File: src/design/pcg_defs.svh
// Constants for the loop clock generation unit
`ifndef PCG_DEFS_SVH
`define PCG_DEFS_SVH

// Clock rates in kHz
`define PCG_CLK_KHZ        20000
`define PCG_IRC_KHZ        1024

// Field widths
`define PCG_REFERENCE_DIVIDER_W       4
`define PCG_MULT_W         6
`define PCG_POST_W         5
`define PCG_RANGE_W        2

// Reset values of the internal-reference loop mode
`define PCG_RST_REFERENCE_DIVIDER     4'h0
`define PCG_RST_MULT       6'h18
`define PCG_RST_POST       5'h03
`define PCG_RST_REFRANGE   2'h0
`define PCG_RST_CORERANGE  2'h1
`define PCG_RST_BUS_SEL    1'b1

// Fixed divide while unlocked, minus one
`define PCG_UNLOCK_POST    5'h03

// Lock detector: window in reference ticks, tolerances in feedback ticks
`define PCG_LOCK_WIN       8'h08
`define PCG_LOCK_TOL       9'h001
`define PCG_UNL_TOL        9'h003

// Auxiliary cycles before the watchdog restarts after stop
`define PCG_WDOG_RESTART   2'h2

`endif

File: src/design/pcg_pkg.sv
// Types for the loop clock generation unit
package pcg_pkg;
  typedef enum logic [1:0]
  {
    PCG_UNLOCKED = 2'h0,
    PCG_LOCKED   = 2'h1
  } pcg_lock_e;
  typedef logic [8:0] pcg_cnt_t;
endpackage

File: src/design/pcg_clock_unit.sv
// Loop clock generation unit: dividers, lock detector, bus and timer clock ticks
//
// Contract
// - With the crystal disabled the internal 1.024 MHz RC clock is the loop reference.
// - With the crystal enabled the reference is crystal clock over divider plus one.
// - Core clock is twice reference times multiplier plus one, factors 2 to 128.
// - While locked, output clock is core clock over output divider plus one.
// - While unlocked, output clock is core clock over four.
// - With the bus source on the loop, bus clock is half the output clock.
// - Read-only lock bit sets inside lock tolerance, clears outside unlock tolerance.
// - With the enable set, every lock bit toggle raises an interrupt request.
// - Halted watchdog on auxiliary clock restarts two auxiliary cycles after stop exit.
// - After reset: internal reference mode, 51.2 MHz core, output divider 0x03.
// - Watchdog and tick timer clocks select internal reference or auxiliary RC.
// - Loss of lock also clears the crystal stable flag.
`timescale 1ns/100ps
`include "pcg_defs.svh"

module pcg_clock_unit
(
  input  wire logic                       i_clk,
  input  wire logic                       i_rst_n,
  input  wire logic                       i_internal_rc_clock,
  input  wire logic                       i_crystal_clock,
  input  wire logic                       i_aux_rc_clock,
  input  wire logic                       i_core_clock,
  input  wire logic                       i_crystal_ready,
  input  wire logic                       i_cfg_write,
  input  wire logic                       i_crystal_enable,
  input  wire logic [`PCG_REFERENCE_DIVIDER_W-1:0]   i_reference_divider,
  input  wire logic [`PCG_MULT_W-1:0]     i_feedback_multiplier,
  input  wire logic [`PCG_POST_W-1:0]     i_output_divider,
  input  wire logic [`PCG_RANGE_W-1:0]    i_reference_range_select,
  input  wire logic [`PCG_RANGE_W-1:0]    i_core_range_select,
  input  wire logic                       i_bus_source_select,
  input  wire logic                       i_tolerance_change_irq_enable,
  input  wire logic                       i_lock_flag_clear,
  input  wire logic                       i_watchdog_source_aux,
  input  wire logic                       i_timer_source_aux,
  input  wire logic                       i_watchdog_stop_halt,
  input  wire logic                       i_stop_mode,
  output logic                            o_loop_reference_tick,
  output logic                            o_loop_output_tick,
  output logic                            o_bus_tick,
  output pcg_pkg::pcg_lock_e              o_lock_state,
  output logic                            o_lock,
  output logic                            o_lock_flag,
  output logic                            o_lock_irq,
  output logic                            o_crystal_stable_flag,
  output logic                            o_watchdog_tick,
  output logic                            o_timer_tick,
  output logic                            o_watchdog_run,
  output logic                            o_stop_allowed,
  output logic [7:0]                      o_core_multiplier,
  output logic [5:0]                      o_output_ratio,
  output logic [4:0]                      o_reference_ratio,
  output logic [`PCG_RANGE_W-1:0]         o_reference_range_select,
  output logic [`PCG_RANGE_W-1:0]         o_core_range_select,
  output logic                            o_bus_source_select
);
  import pcg_pkg::*;

  function automatic logic [5:0] next_count(input logic [5:0] cnt, input logic [5:0] lim);
    next_count = (cnt >= lim) ? 6'h00 : cnt + 6'h01;
  endfunction

  function automatic pcg_cnt_t abs_diff(input pcg_cnt_t a, input pcg_cnt_t b);
    abs_diff = (a > b) ? a - b : b - a;
  endfunction

  //////////////////////////////////////////////////////////////////////////////
  // Pin synchronisers and rising edges
  logic [4:0] sync1;
  logic [4:0] sync2;
  logic [4:0] sync3;
  wire  [4:0] pins = {i_crystal_ready, i_core_clock, i_aux_rc_clock,
                      i_crystal_clock, i_internal_rc_clock};

  always_ff @(posedge i_clk)
  begin
    if (!i_rst_n)
    begin
      sync1 <= 5'h00;
      sync2 <= 5'h00;
      sync3 <= 5'h00;
    end
    else
    begin
      sync1 <= pins;
      sync2 <= sync1;
      sync3 <= sync2;
    end
  end

  wire irc_edge   = sync2[0] & ~sync3[0];
  wire xtal_edge  = sync2[1] & ~sync3[1];
  wire aux_edge   = sync2[2] & ~sync3[2];
  wire core_edge  = sync2[3] & ~sync3[3];
  wire xtal_ready = sync2[4];

  //////////////////////////////////////////////////////////////////////////////
  // Configuration, loaded on a write strobe
  logic                     xtal_en;
  logic [`PCG_REFERENCE_DIVIDER_W-1:0] ref_div;
  logic [`PCG_MULT_W-1:0]   mult;
  logic [`PCG_POST_W-1:0]   post;
  logic [`PCG_RANGE_W-1:0]  ref_range;
  logic [`PCG_RANGE_W-1:0]  core_range;
  logic                     bus_sel;

  always_ff @(posedge i_clk)
  begin
    if (!i_rst_n)
    begin
      xtal_en    <= 1'b0;
      ref_div    <= `PCG_RST_REFERENCE_DIVIDER;
      mult       <= `PCG_RST_MULT;
      post       <= `PCG_RST_POST;
      ref_range  <= `PCG_RST_REFRANGE;
      core_range <= `PCG_RST_CORERANGE;
      bus_sel    <= `PCG_RST_BUS_SEL;
    end
    else if (i_cfg_write)
    begin
      xtal_en    <= i_crystal_enable;
      ref_div    <= i_reference_divider;
      mult       <= i_feedback_multiplier;
      post       <= i_output_divider;
      ref_range  <= i_reference_range_select;
      core_range <= i_core_range_select;
      bus_sel    <= i_bus_source_select;
    end
  end

  //////////////////////////////////////////////////////////////////////////////
  // Reference, feedback and output dividers
  logic [5:0] ref_cnt;
  logic [5:0] fb_cnt;
  logic [5:0] out_cnt;
  logic       bus_phase;
  logic       locked;

  wire        xtal_ref_hit = xtal_edge & (ref_cnt >= {2'h0, ref_div});
  wire        ref_tick     = xtal_en ? xtal_ref_hit : irc_edge;
  wire        fb_tick      = core_edge & (fb_cnt >= mult);
  wire [4:0]  post_lim     = locked ? post : `PCG_UNLOCK_POST;
  wire        out_tick     = core_edge & (out_cnt >= {1'b0, post_lim});
  wire        next_bus     = bus_sel ? (out_tick & bus_phase) : xtal_edge;

  always_ff @(posedge i_clk)
  begin
    if (!i_rst_n)
    begin
      ref_cnt   <= 6'h00;
      fb_cnt    <= 6'h00;
      out_cnt   <= 6'h00;
      bus_phase <= 1'b0;
    end
    else
    begin
      // Restart reference and output dividers when a limit changes so no count runs past it
      if (i_cfg_write)
        ref_cnt <= 6'h00;
      else if (xtal_edge)
        ref_cnt <= next_count(ref_cnt, {2'h0, ref_div});
      if (core_edge)
        fb_cnt <= next_count(fb_cnt, mult);
      if (i_cfg_write || lock_change)
        out_cnt <= 6'h00;
      else if (core_edge)
        out_cnt <= next_count(out_cnt, {1'b0, post_lim});
      if (out_tick)
        bus_phase <= ~bus_phase;
    end
  end

  //////////////////////////////////////////////////////////////////////////////
  // Lock detector: feedback ticks per window against twice the window
  logic [7:0] win_cnt;
  pcg_cnt_t   fb_seen;
  pcg_lock_e  lock_state;
  pcg_lock_e  next_lock;

  wire        win_end  = ref_tick & (win_cnt == `PCG_LOCK_WIN - 8'h01);
  wire pcg_cnt_t expect_fb = {`PCG_LOCK_WIN, 1'b0};
  wire pcg_cnt_t fb_total  = fb_seen + {8'h00, fb_tick};
  wire pcg_cnt_t fb_err    = abs_diff(fb_total, expect_fb);

  always_comb
  begin
    next_lock = lock_state;
    case (lock_state)
      PCG_UNLOCKED:
        if (win_end && fb_err <= `PCG_LOCK_TOL)
          next_lock = PCG_LOCKED;
      PCG_LOCKED:
        if (win_end && fb_err > `PCG_UNL_TOL)
          next_lock = PCG_UNLOCKED;
      default:
        next_lock = PCG_UNLOCKED;
    endcase
  end

  assign locked = (lock_state == PCG_LOCKED);
  wire lock_change = (next_lock != lock_state);

  always_ff @(posedge i_clk)
  begin
    if (!i_rst_n)
    begin
      win_cnt    <= 8'h00;
      fb_seen    <= 9'h000;
      lock_state <= PCG_UNLOCKED;
    end
    else
    begin
      lock_state <= next_lock;
      if (win_end)
      begin
        win_cnt <= 8'h00;
        fb_seen <= 9'h000;
      end
      else
      begin
        if (ref_tick)
          win_cnt <= win_cnt + 8'h01;
        fb_seen <= fb_total;
      end
    end
  end

  //////////////////////////////////////////////////////////////////////////////
  // Lock change flag, interrupt and crystal stable flag
  logic lock_flag;
  logic xtal_stable;

  wire next_flag   = lock_change | (lock_flag & ~i_lock_flag_clear);
  wire next_stable = xtal_en & xtal_ready & ~(lock_change & locked)
                     & (xtal_stable | locked);

  always_ff @(posedge i_clk)
  begin
    if (!i_rst_n)
    begin
      lock_flag   <= 1'b0;
      xtal_stable <= 1'b0;
    end
    else
    begin
      lock_flag   <= next_flag;
      xtal_stable <= next_stable;
    end
  end

  //////////////////////////////////////////////////////////////////////////////
  // Watchdog and tick timer clocks with stop-exit restart delay
  logic       stop_d;
  logic [1:0] restart_cnt;
  logic       wdog_run;

  wire halt_aux  = i_watchdog_source_aux & i_watchdog_stop_halt;
  wire stop_exit = stop_d & ~i_stop_mode;
  wire wdog_src  = i_watchdog_source_aux ? aux_edge : irc_edge;
  wire tmr_src   = i_timer_source_aux ? aux_edge : irc_edge;
  wire restart_done = aux_edge & (restart_cnt == `PCG_WDOG_RESTART - 2'h1);

  always_ff @(posedge i_clk)
  begin
    if (!i_rst_n)
    begin
      stop_d      <= 1'b0;
      restart_cnt <= 2'h0;
      wdog_run    <= 1'b1;
    end
    else
    begin
      stop_d <= i_stop_mode;
      if (i_stop_mode & halt_aux)
        wdog_run <= 1'b0;
      else if (stop_exit & halt_aux)
      begin
        wdog_run    <= 1'b0;
        restart_cnt <= 2'h0;
      end
      else if (!wdog_run && !i_stop_mode)
      begin
        if (restart_done)
          wdog_run <= 1'b1;
        else if (aux_edge)
          restart_cnt <= restart_cnt + 2'h1;
      end
    end
  end

  //////////////////////////////////////////////////////////////////////////////
  // Registered outputs
  always_ff @(posedge i_clk)
  begin
    if (!i_rst_n)
    begin
      o_loop_reference_tick <= 1'b0;
      o_loop_output_tick    <= 1'b0;
      o_bus_tick            <= 1'b0;
      o_lock_state          <= PCG_UNLOCKED;
      o_lock                <= 1'b0;
      o_lock_flag           <= 1'b0;
      o_lock_irq            <= 1'b0;
      o_crystal_stable_flag <= 1'b0;
      o_watchdog_tick       <= 1'b0;
      o_timer_tick          <= 1'b0;
      o_watchdog_run        <= 1'b1;
      o_stop_allowed        <= 1'b1;
      o_core_multiplier     <= 8'h32;
      o_output_ratio        <= 6'h04;
      o_reference_ratio     <= 5'h01;
      o_reference_range_select <= `PCG_RST_REFRANGE;
      o_core_range_select   <= `PCG_RST_CORERANGE;
      o_bus_source_select   <= `PCG_RST_BUS_SEL;
    end
    else
    begin
      o_loop_reference_tick <= ref_tick;
      o_loop_output_tick    <= out_tick;
      o_bus_tick            <= next_bus;
      o_lock_state          <= lock_state;
      o_lock                <= locked;
      o_lock_flag           <= lock_flag;
      o_lock_irq            <= lock_flag & i_tolerance_change_irq_enable;
      o_crystal_stable_flag <= xtal_stable;
      o_watchdog_tick       <= wdog_src & wdog_run;
      o_timer_tick          <= tmr_src;
      o_watchdog_run        <= wdog_run;
      o_stop_allowed        <= wdog_run | ~halt_aux;
      o_core_multiplier     <= {1'b0, mult, 1'b0} + 8'h02;
      o_output_ratio        <= {1'b0, post_lim} + 6'h01;
      o_reference_ratio     <= xtal_en ? {1'b0, ref_div} + 5'h01 : 5'h01;
      o_reference_range_select <= ref_range;
      o_core_range_select   <= core_range;
      o_bus_source_select   <= bus_sel;
    end
  end
endmodule

File: config.mk
export PLATFORM = sky130hd
export DESIGN_NAME = pcg_clock_unit
export DESIGN_NICKNAME = d
export VERILOG_FILES = /design/src/design/pcg_pkg.sv /design/src/design/pcg_clock_unit.sv
export VERILOG_INCLUDE_DIRS = /design/src /design/src/design
export SDC_FILE = /design/constraint.sdc
export NUM_CORES = 1
export LEC_CHECK = 0
export BUFFER_PORTS_ARGS = -buffer_cell sky130_fd_sc_hd__buf_2
export CAP_MARGIN = 20
export CORE_MARGIN = 8
export CORE_UTILIZATION = 28
export CTS_BUF_LIST = sky130_fd_sc_hd__clkbuf_16
export DETAILED_ROUTE_END_ITERATION = 8
export PLACE_DENSITY = 0.53
export SLEW_MARGIN = 10
export SYNTH_ARGS = -nofsm -noshare
export SYNTH_HDL_FRONTEND = slang
export SYNTH_SLANG_ARGS = --single-unit
File: constraint.sdc
create_clock -name i_clk -period 5.01 [get_ports i_clk]
set_input_delay 0.501 -clock i_clk [delete_from_list [all_inputs] [get_ports i_clk]]
set_output_delay 0.501 -clock i_clk [all_outputs]
set_load 0.01 [all_outputs]
Yosys cells after proc, flatten, opt, wreduce, memory -nomap -nowiden
Index checks and enable logic that the tools add are counted.
{"block": "word_totals", "reg_bits": 116, "latchBits": 0, "mem_bits_rw": 0, "mem_bits_ro": 0, "mem_count": 0}
{"block": "classes", "add_sub_neg": 11, "multipliers": 0, "div_mod_pow": 0, "magnitude_cmp": 6, "n_eq_ne": 5, "shift": 0, "n_mux": 20, "bitwise": 35, "reduce_logical": 17}
{"op": "$and 1x1->1", "count": 21}
{"op": "$add 6x1->6 const B", "count": 3}
{"op": "$mux 6", "count": 3}
{"op": "$mux 2", "count": 6}
{"op": "$not 1->1", "count": 11}
{"op": "$add 9x1->9", "count": 1}
{"op": "$gt 9x2->1 const B", "count": 1}
{"op": "$gt 9x5->1 const B", "count": 1}
{"op": "$le 9x1->1 const B", "count": 1}
{"op": "$mux 9", "count": 1}
{"op": "$sub 5x9->9 const A", "count": 1}
{"op": "$sub 9x5->9 const B", "count": 1}
{"op": "$add 7x2->8 const B", "count": 1}
{"op": "$add 8x1->8 const B", "count": 1}
{"op": "$eq 8x3->1 const B", "count": 1}
{"op": "$mux 1", "count": 8}
{"op": "$add 5x1->6 const B", "count": 1}
{"op": "$ge 6x4->1", "count": 1}
{"op": "$ge 6x5->1", "count": 1}
{"op": "$ge 6x6->1", "count": 1}
{"op": "$reduce_bool 3->1", "count": 2}
{"op": "$reduce_or 2->1", "count": 3}
{"op": "$add 4x1->5 const B", "count": 1}
{"op": "$mux 5", "count": 1}
{"op": "other kinds (13)", "count": 21}

Logic depth before layout (Yosys ltp)
Gate-level depths: netlist of the first run.
{"block": "logic_depth", "ltp_word": 15, "ltp_mapped": 23}

Worst setup path before layout of the first run
OpenSTA, ideal clock, no wires.
{"block": "synth_timing", "kind": "register -> register", "start": "reg fb_cnt[0]", "end": "reg lock_flag", "setup_time_ns": 0.060, "arrival_ns": 4.513, "required_time_ns": 4.950, "slack_ns": 0.438, "path_stages_with_launch": 24, "synth_period_minus_slack_ns": 4.572, "path_cell_list": "dfxtp_1 > inv_1 > ha_1 > nand2b_1 > a21o_1 > a21o_1 > a21o_1 > a21o_1 > a21oi_1 > nor2_1 > ha_1 > ha_1 > buf_6 > nand3_4 > xnor2_1 > ha_1 > nand2_1 > or3_1 > o32ai_1 > o211ai_1 > a211o_1 > a211oi_2 > mux2i_1 > o31a_1"}
{"block": "synth_between", "elab_chain_cells": 11, "elab_cells_between_ends": 16, "classes_between": "add/sub (3); order compare (4); eq/ne (1); mux (4); bitwise (2); reduce/logical (2)"}
{"item": "start, declared", "line": "pcg_clock_unit.sv:138", "source": "logic [5:0] fb_cnt;"}
{"item": "start signal, assigned", "line": "pcg_clock_unit.sv:167", "source": "fb_cnt <= next_count(fb_cnt, mult);"}
{"item": "$ge 6x6->1 (*)", "line": "pcg_clock_unit.sv:145", "source": "wire fb_tick = core_edge & (fb_cnt >= mult);"}
{"item": "$and 1x1->1 (*)", "line": "pcg_clock_unit.sv:145"}
{"item": "$add 9x1->9 (*)", "line": "pcg_clock_unit.sv:186", "source": "wire pcg_cnt_t fb_total = fb_seen + {8'h00, fb_tick};"}
{"item": "via fb_total[4]", "line": "pcg_clock_unit.sv:186"}
{"item": "$sub 5x9->9 (tied with other cells)", "line": "pcg_clock_unit.sv:68", "source": "abs_diff = (a > b) ? a - b : b - a;"}
{"item": "$mux 9 (*)", "line": "pcg_clock_unit.sv:68"}
{"item": "$gt 9x2->1 (no source line) or $le 9x1->1 (tied branches)"}
{"item": "$logic_and 1x1->1 (no source line)"}
{"item": "$mux 2, on equally long branches", "line": "pcg_clock_unit.sv:197, pcg_clock_unit.sv:194"}
{"item": "$pmux 2 s2 (*)", "line": "pcg_clock_unit.sv:192", "source": "case (lock_state)"}
{"item": "$ne 2x2->1 (*)", "line": "pcg_clock_unit.sv:205", "source": "wire lock_change = (next_lock != lock_state);"}
{"item": "$or 1x1->1 (*)", "line": "pcg_clock_unit.sv:237", "source": "wire next_flag = lock_change | (lock_flag & ~i_lock_flag_clear);"}
{"item": "end signal, assigned", "line": "pcg_clock_unit.sv:250", "source": "lock_flag <= next_flag;"}
{"item": "end, declared", "line": "pcg_clock_unit.sv:234", "source": "logic lock_flag;"}
Mark *: on every way through the listed nets, which the timed path passes. The rest lies on a longest branch.
A chain may end at the register's enable or synchronous reset.

Final worst setup path of the first run
{"block": "layout_timing", "start": "reg fb_cnt[0]", "end": "reg out_cnt[0]"}
{"block": "layout_between", "elab_chain_cells": 12, "elab_cells_between_ends": 17, "classes_between": "add/sub (3); order compare (4); eq/ne (1); mux (4); bitwise (1); reduce/logical (4)"}
{"item": "$ge 6x6->1 (*)", "line": "pcg_clock_unit.sv:145"}
{"item": "$and 1x1->1 (*)", "line": "pcg_clock_unit.sv:145"}
{"item": "$add 9x1->9 (*)", "line": "pcg_clock_unit.sv:186"}
{"item": "via fb_total[4]", "line": "pcg_clock_unit.sv:186"}
{"item": "$sub 5x9->9 (tied with other cells)", "line": "pcg_clock_unit.sv:68"}
{"item": "$mux 9 (*)", "line": "pcg_clock_unit.sv:68"}
{"item": "$gt 9x2->1 (no source line) or $le 9x1->1 (tied branches)"}
{"item": "$logic_and 1x1->1 (no source line)"}
{"item": "$mux 2, on equally long branches", "line": "pcg_clock_unit.sv:197, pcg_clock_unit.sv:194"}
{"item": "$pmux 2 s2 (*)", "line": "pcg_clock_unit.sv:192"}
{"item": "$ne 2x2->1 (*)", "line": "pcg_clock_unit.sv:205"}
{"item": "$logic_or 1x1->1 (*)", "line": "pcg_clock_unit.sv:168", "source": "if (i_cfg_write || lock_change)"}
{"item": "$reduce_or 2->1 (no source line) (*)"}
{"item": "end signal, assigned", "line": "pcg_clock_unit.sv:171", "source": "out_cnt <= next_count(out_cnt, {1'b0, post_lim});"}
{"item": "end, declared", "line": "pcg_clock_unit.sv:139", "source": "logic [5:0] out_cnt;"}
Marked as above.

==> results of run 1 <==
-- critical path: stages (launching register included) --
cell and delay, ns:
dfxtp_2 0.36, inv_1 0.06, ha_1 0.26, nand2b_1 0.14, a21o_1 0.17, a21o_1 0.16
a21o_1 0.17, a21o_1 0.18, a21oi_2 0.17, nor2_1 0.06, ha_1 0.24, ha_1 0.25
nand3_4 0.13, xnor2_2 0.15, ha_1 0.19, nand2_1 0.09, or3_1 0.37, o32ai_2 0.16
o211ai_1 0.13, a211o_1 0.32, a211oi_2 0.28, mux2i_1 0.27, buf_4 0.18, nor3b_1 0.05
-- registers in the layout, summed over array words and instances (netlist names), 4 cells and up --
name	count
fb_seen	9
win_cnt	8
o_core_multiplier	7
fb_cnt	6
mult	6
o_output_ratio	6
out_cnt	6
ref_cnt	6
o_reference_ratio	5
post	5
sync1	5
sync2	5
ref_div	4
sync3	4
-- cells in the mapped netlist, types with 2 or more instances --
library cell	n
nand2_1	39
xnor2_1	20
clkbuf_1	10
mux2i_1	23
a21o_1	10
nor4_1	2
buf_4	2
nor2_1	74
o211ai_1	5
a211oi_2	2
and3_1	7
a31oi_1	5
nand4_1	13
a211o_1	4
o32ai_1	2
a21oi_1	10
nor2b_1	6
nand4b_1	3
or3_1	5
buf_6	3
nor3_1	9
buf_1	5
nand2b_1	10
o21a_1	2
xor2_1	19
dfxtp_1	115
inv_1	24
nand3_1	20
nor3b_1	3
and2_1	25
ha_1	29
o21ai_0	8
-- final cells by class --
cell class	instances	area [µm²]	share of cell area, %
clock buffer	17	425	6.85
clock inverter	15	223	3.59
inverter	25	93.8	1.51
multi-input combinational	374	2500	40.3
sequential	115	2300	37.1
tap	225	282	4.54
timing repair buffer	74	380	6.13
-- per-layer routing --
metal  share of wire (%)  global-route usage (%)
met5                   0                       0
met4                 1.6                    4.95
met3                 5.7                    4.04
met2                  46                    17.0
met1                  47                    13.2
-- final timing paths --
check | startpoint | to | depth (start not counted)
hold / removal | i_aux_rc_clock | sync1[2]$_SDFF_PN0_ | 2
hold reg to reg | sync1[3]$_SDFF_PN0_ | sync2[3]$_SDFF_PN0_ | 1
setup reg to reg | fb_cnt[0]$_SDFFE_PN0P_ | out_cnt[0]$_SDFFE_PP0P_ | 23
setup / recovery | fb_cnt[0]$_SDFFE_PN0P_ | out_cnt[0]$_SDFFE_PP0P_ | 23
-- power by group through the flow --
stage	Clock, µW	Sequential, µW	Combinational (µW)
global placement	0	977	104
finish	1330	958	104
detailed placement	0	977	105
global route	1400	961	117
CTS	1360	958	106
floorplan	0	976	63.8
-- metrics by stage --
step	worst slack, ns	cell area [µm²]	hold slack (ns)
after floorplan	0.438	4990	0.410
after global placement	0.383	5540	0.417
after detailed placement	0.235	5540	0.419
after CTS	0.205	6190	0.272
after global routing	0.0467	6210	0.278
final	0.353	6210	0.294
-- repair_timing --
action,4_1_cts,5_1_grt
hold buffers,0,0
endpoints found under the setup margin,0,7
resized for setup,0,4
-- cell families after synthesis --
logic type / after synthesis
AOI/OAI and AO/OA: 58
xor gates and xnor gates: 40
adders and majority gates: 29
buffers and inverters: 46
DFF: 115
muxes: 23
other: 1
and+or+nand+nor: 222
==> impl_metrics.yaml, run 1 <==
run_status:
  status: "finished clean"
worst_setup_path:
  path_class: "reg2reg"
  cp-start-kind: "flip-flop"
  arrival_ns: 4.96
  cp-end-kind: "flip-flop"
  worst-r2r-setup-slack_ns: 0.35
  cp_data_required_time_ns: 5.32
  crit_fanout: 6
routing:
  post_drt_wl_per_cell_um: 13.6
  drt_first_iter_violations: 210
  drc: 0
  final_antenna_net_count: 0
  drt-pass1-iter-count: 5
  viasPerCell: 4.53
  vias: 3827
  drt_wl_total_mm: 11.5
sta:
  hold_viol: 0
  setup_viol: 0
  layout_min_cycle_time_ns: 4.66
  skew_ns: 0.0199
  worst_pin_slew_ns: 0.788
  slew_violations: 0
  finalCritPeriodShare_pct: 93.0
  relSlewSlack_pct: 47.5
  finalSetupTns_ns: 0
  rsz0062_at_grt: "false"
  max_freq_mhz: 215
grt:
  antenna_found_initial: 0
  grt_pass1_vias: 3965
  grt_pass1_wl_mm: 19.5
  overflow: 0
  grt_usage_pct: 10.9
  grt_max_degree: 33
synth:
  ys_top_cells_by_area: "dfxtp_1, ha_1, nor2_1"
  synth_largest_area_cell: "dfxtp_1"
  synth_warnings: 0
  yosysTopAreaCellShare_pct: 46.2
  syn-cell-area_um2: 4980
  yosysSeqAreaShare_pct: 46.2
  synthSimpleGateAreaFrac_pct: 22.1
  async_flop_share_pct: 0
  synthFlopType: "dfxtp_1"
  synth_xor_area_share_pct: 7.18
  netlist_instances: 534
  synth_fa_ha_area_share_pct: 7.28
  synth_mux_area_share_pct: 4.62
  yosysUniqueCellTypes: 52
  yosys_register_bits: 115
  postSynthAreaPerCell_um2: 9.33
  synth_edf_count: 0
  synth_compound_area_share_pct: 8.39
  synth_top_family_by_area: "simple AND/OR/NAND/NOR gates"
final_layout:
  syn_to_final_growth_pct: 24.6
  antenna_cells: 0
  finalNonFillerCells: 845
  layout_commonest_cell: "dfxtp_1"
  drive_above_1_share_pct: 18.2
  utilization_pct: 35.8
  final_cell_mix: "dfxtp_1, nor2_1, buf_2"
  fin_nets: 671
  fillers: 1737
clocking:
  insertion_delay_ns: 0.42
  post-cts-setup-buffers: 0
  cts-root-buf: "clkbuf_16"
  clkTransAtPathRegs_ns: 0.06
  ctsHtreeMaxLevel: 4
  cts_made_buffers: 17
  clock_sinks: 115
  cts_tree: "yes"
  cts.path.max_buffers: 2
power:
  powerDensity_nw_per_um2: 385
  clockPowerShare_pct: 55.6
  intPower_uw: 1910
  p_sw_uw: 484
  power_frac_seq_pct: 40.1
  p_leak_uw: 0.00274
  totalPowerFinal_uw: 2390
  ir_worst_vdd_v: 0.000247
  sw_frac_of_total_pct: 20.2
  p_comb_share_pct: 4.3
floorplanning:
  chipWidth_um: 149
  dieArea_um2: 22300
  initial_core_util_pct: 28.7
  ioPinCount: 72
  core_area_um2: 17400
  num_rows: 48
  die_y_um: 149
hold_path:
  hold_path_class: "in2reg"
flow_run:
  maxCapViolCount: 0
placement:
  port_buffers: 70
  place_hpwl_mm: 8.26
  gp_congestion: 0.852
  placedCellCount: 813
Note: power is estimated with default switching activity, not from simulation.
==> run 2, diff against run 1 <==
Settings changed: CAP_MARGIN 20 to default, HOLD_SLACK_MARGIN from default to 0.12.
Clock period 5.01 ns to 4.4 ns, I/O delays scaled along.
==> run 2 against run 1 <==
  * Utilization grew 0.61 points
  * Sequential power grew 14%
  * Cell count grew 1.4%
  * Maximum frequency grew 7.3%
  * Critical path depth is the same
  * Via count grew 1.7%
  * Clock skew shrank 0.011 ns
  * First-iteration DRC count shrank 35%
  * Worst setup slack lost 0.29 ns
  * Highest routed layer unchanged
==> impl_metrics.yaml, run 2 (synthesis gave the netlist of run 1 again) <==
power:
  powerDensity_nw_per_um2: 405
  clockPowerShare_pct: 52.4
  p_sw_uw: 592
  power_frac_seq_pct: 42.6
  totalPowerFinal_uw: 2560
  sw_frac_of_total_pct: 23.1
  p_comb_share_pct: 5.0
  p_leak_uw: 0.00274
  intPower_uw: 1960
  ir_worst_vdd_v: 0.000251
sta:
  relSlewSlack_pct: 48.0
  skew_ns: 0.00943
  layout_min_cycle_time_ns: 4.34
  hold_viol: 0
  rsz0062_at_grt: "true"
  finalSetupTns_ns: 0
  worst_pin_slew_ns: 0.778
  setup_viol: 0
  finalCritPeriodShare_pct: 98.7
  max_freq_mhz: 230
  slew_violations: 0
flow_run:
  maxCapViolCount: 0
placement:
  place_hpwl_mm: 8.45
  gp_congestion: 0.873
  port_buffers: 70
clocking:
  cts_hold_repair.buffers: 0
  cts_made_buffers: 17
  insertion_delay_ns: 0.41
  clkTransAtPathRegs_ns: 0.06
  clock_sinks: 115
  cts.path.max_buffers: 2
  cts-root-buf: "clkbuf_16"
  ctsHtreeMaxLevel: 4
  cts_tree: "yes"
floorplanning:
  initial_core_util_pct: 28.7
  core_area_um2: 17400
  dieArea_um2: 22300
  die_y_um: 149
  num_rows: 48
  chipWidth_um: 149
  ioPinCount: 72
hold_path:
  hold_path_class: "in2reg"
  min_from: "i_aux_rc_clock"
routing:
  vias: 3893
  drt_first_iter_violations: 136
  final_antenna_net_count: 0
  drc: 0
  post_drt_wl_per_cell_um: 13.7
  viasPerCell: 4.54
  drt-pass1-iter-count: 4
  drt_wl_total_mm: 11.7
worst_setup_path:
  path_class: "reg2reg"
  cp_data_required_time_ns: 4.76
  crit_start: "fb_cnt[0]$_SDFFE_PN0P_"
  arrival_ns: 4.70
  cp-start-kind: "flip-flop"
  worstReg2RegStart: "fb_cnt[0]$_SDFFE_PN0P_"
  cp-end-kind: "flip-flop"
  crit_fanout: 7
grt:
  overflow: 0
  grt_max_degree: 51
  grt_pass1_wl_mm: 19.5
  grt_usage_pct: 11.0
  grt_pass1_vias: 3968
  antenna_found_initial: 0
final_layout:
  drive_above_1_share_pct: 22.3
  antenna_cells: 0
  final_cell_mix: "dfxtp_1, nor2_1, buf_2"
  fin_nets: 683
  syn_to_final_growth_pct: 26.7
  fillers: 1772
  reg.largest.list: "fb_seen: 9 flops, win_cnt: 8 flops, o_core_multiplier: 7 flops"
  largest_register: "fb_seen"
  largest_reg_flops: 9
  layout_commonest_cell: "dfxtp_1"
run_status:
  status: "finished clean"
[run 2: worst paths after layout]
path | slack (ns) | to | cells past startpoint
worst max register to register | 0.06 | lock_flag$_SDFF_PN0_ | 23
worst min register to register | 0.43 | sync2[2]$_SDFF_PN0_ | 1
worst min-delay path | 0.23 | sync1[2]$_SDFF_PN0_ | 2
worst max-delay path | 0.06 | lock_flag$_SDFF_PN0_ | 23
[run 2: final cells by class]
class / instances / area [µm²] / share of cell area [%]
Inverter: 25 / 93.8 / 1.49
Multi-Input combinational cell: 374 / 2580 / 40.8
Tap cell: 225 / 282 / 4.46
Sequential cell: 115 / 2300 / 36.5
Timing Repair Buffer: 86 / 470 / 7.45
Clock buffer: 17 / 425 / 6.74
Clock inverter: 15 / 160 / 2.54
[run 2: critical path, stage by stage (launching register included)]
cell	delay (ns)
dfxtp_2	0.33
inv_2	0.04
ha_4	0.22
nand2b_4	0.12
a21o_1	0.15
a21o_1	0.14
a21o_1	0.15
a21o_1	0.16
a21oi_2	0.16
nor2_1	0.07
ha_2	0.21
ha_4	0.17
nand3_4	0.11
xnor2_4	0.13
ha_2	0.20
nand2_2	0.06
or3_4	0.38
o32a_1	0.24
a221oi_2	0.30
a211oi_2	0.08
a211oi_2	0.20
buf_4	0.16
mux2i_4	0.33
o31a_1	0.17
[run 2: power groups by stage]
stage	Combinational (µW)	Sequential (µW)	Clock [µW]
3_3_place_gp	124	1110	0
4_1_cts	126	1090	1380
5_1_grt	143	1090	1430
2_1_floorplan	73.0	1110	0
3_5_place_dp	126	1110	0
6_report	127	1090	1340
[run 2: what timing repair did]
item / 4_1_cts / 5_1_grt
endpoints found under the setup margin: 7 / 9
gates resized for setup: 2 / 9
setup buffers: 3 / 2
pin swaps: 3 / 18
hold endpoints to repair: 0 / 0
[run 2: metrics by stage]
step / util (%) / cells / instance area (µm²) / hold WS (ns) / setup WS [ns]
6_report: 36.4 / 857 / 6310 / 0.235 / 0.0584
4_1_cts: 36.0 / 856 / 6240 / 0.212 / 0.00400
3_5_place_dp: 32.4 / 821 / 5630 / 0.420 / -0.136
3_3_place_gp: 32.4 / 821 / 5630 / 0.421 / -0.00690
5_1_grt: 36.4 / 857 / 6310 / 0.224 / -0.156
2_1_floorplan: - / 535 / 5010 / 0.410 / 0.0154
[run 2: routing by layer]
layer / share of wire (%) / global-route usage (%) / vias to the layer above / wire, µm
met3: 5.4 / 3.43 / 18 / 636
li1: - / - / 1990 / -
met5: 0 / 0 / - / 0
met1: 46 / 13.0 / 1805 / 5410
met2: 46 / 17.8 / 80 / 5390
met4: 2.3 / 5.45 / 0 / 272
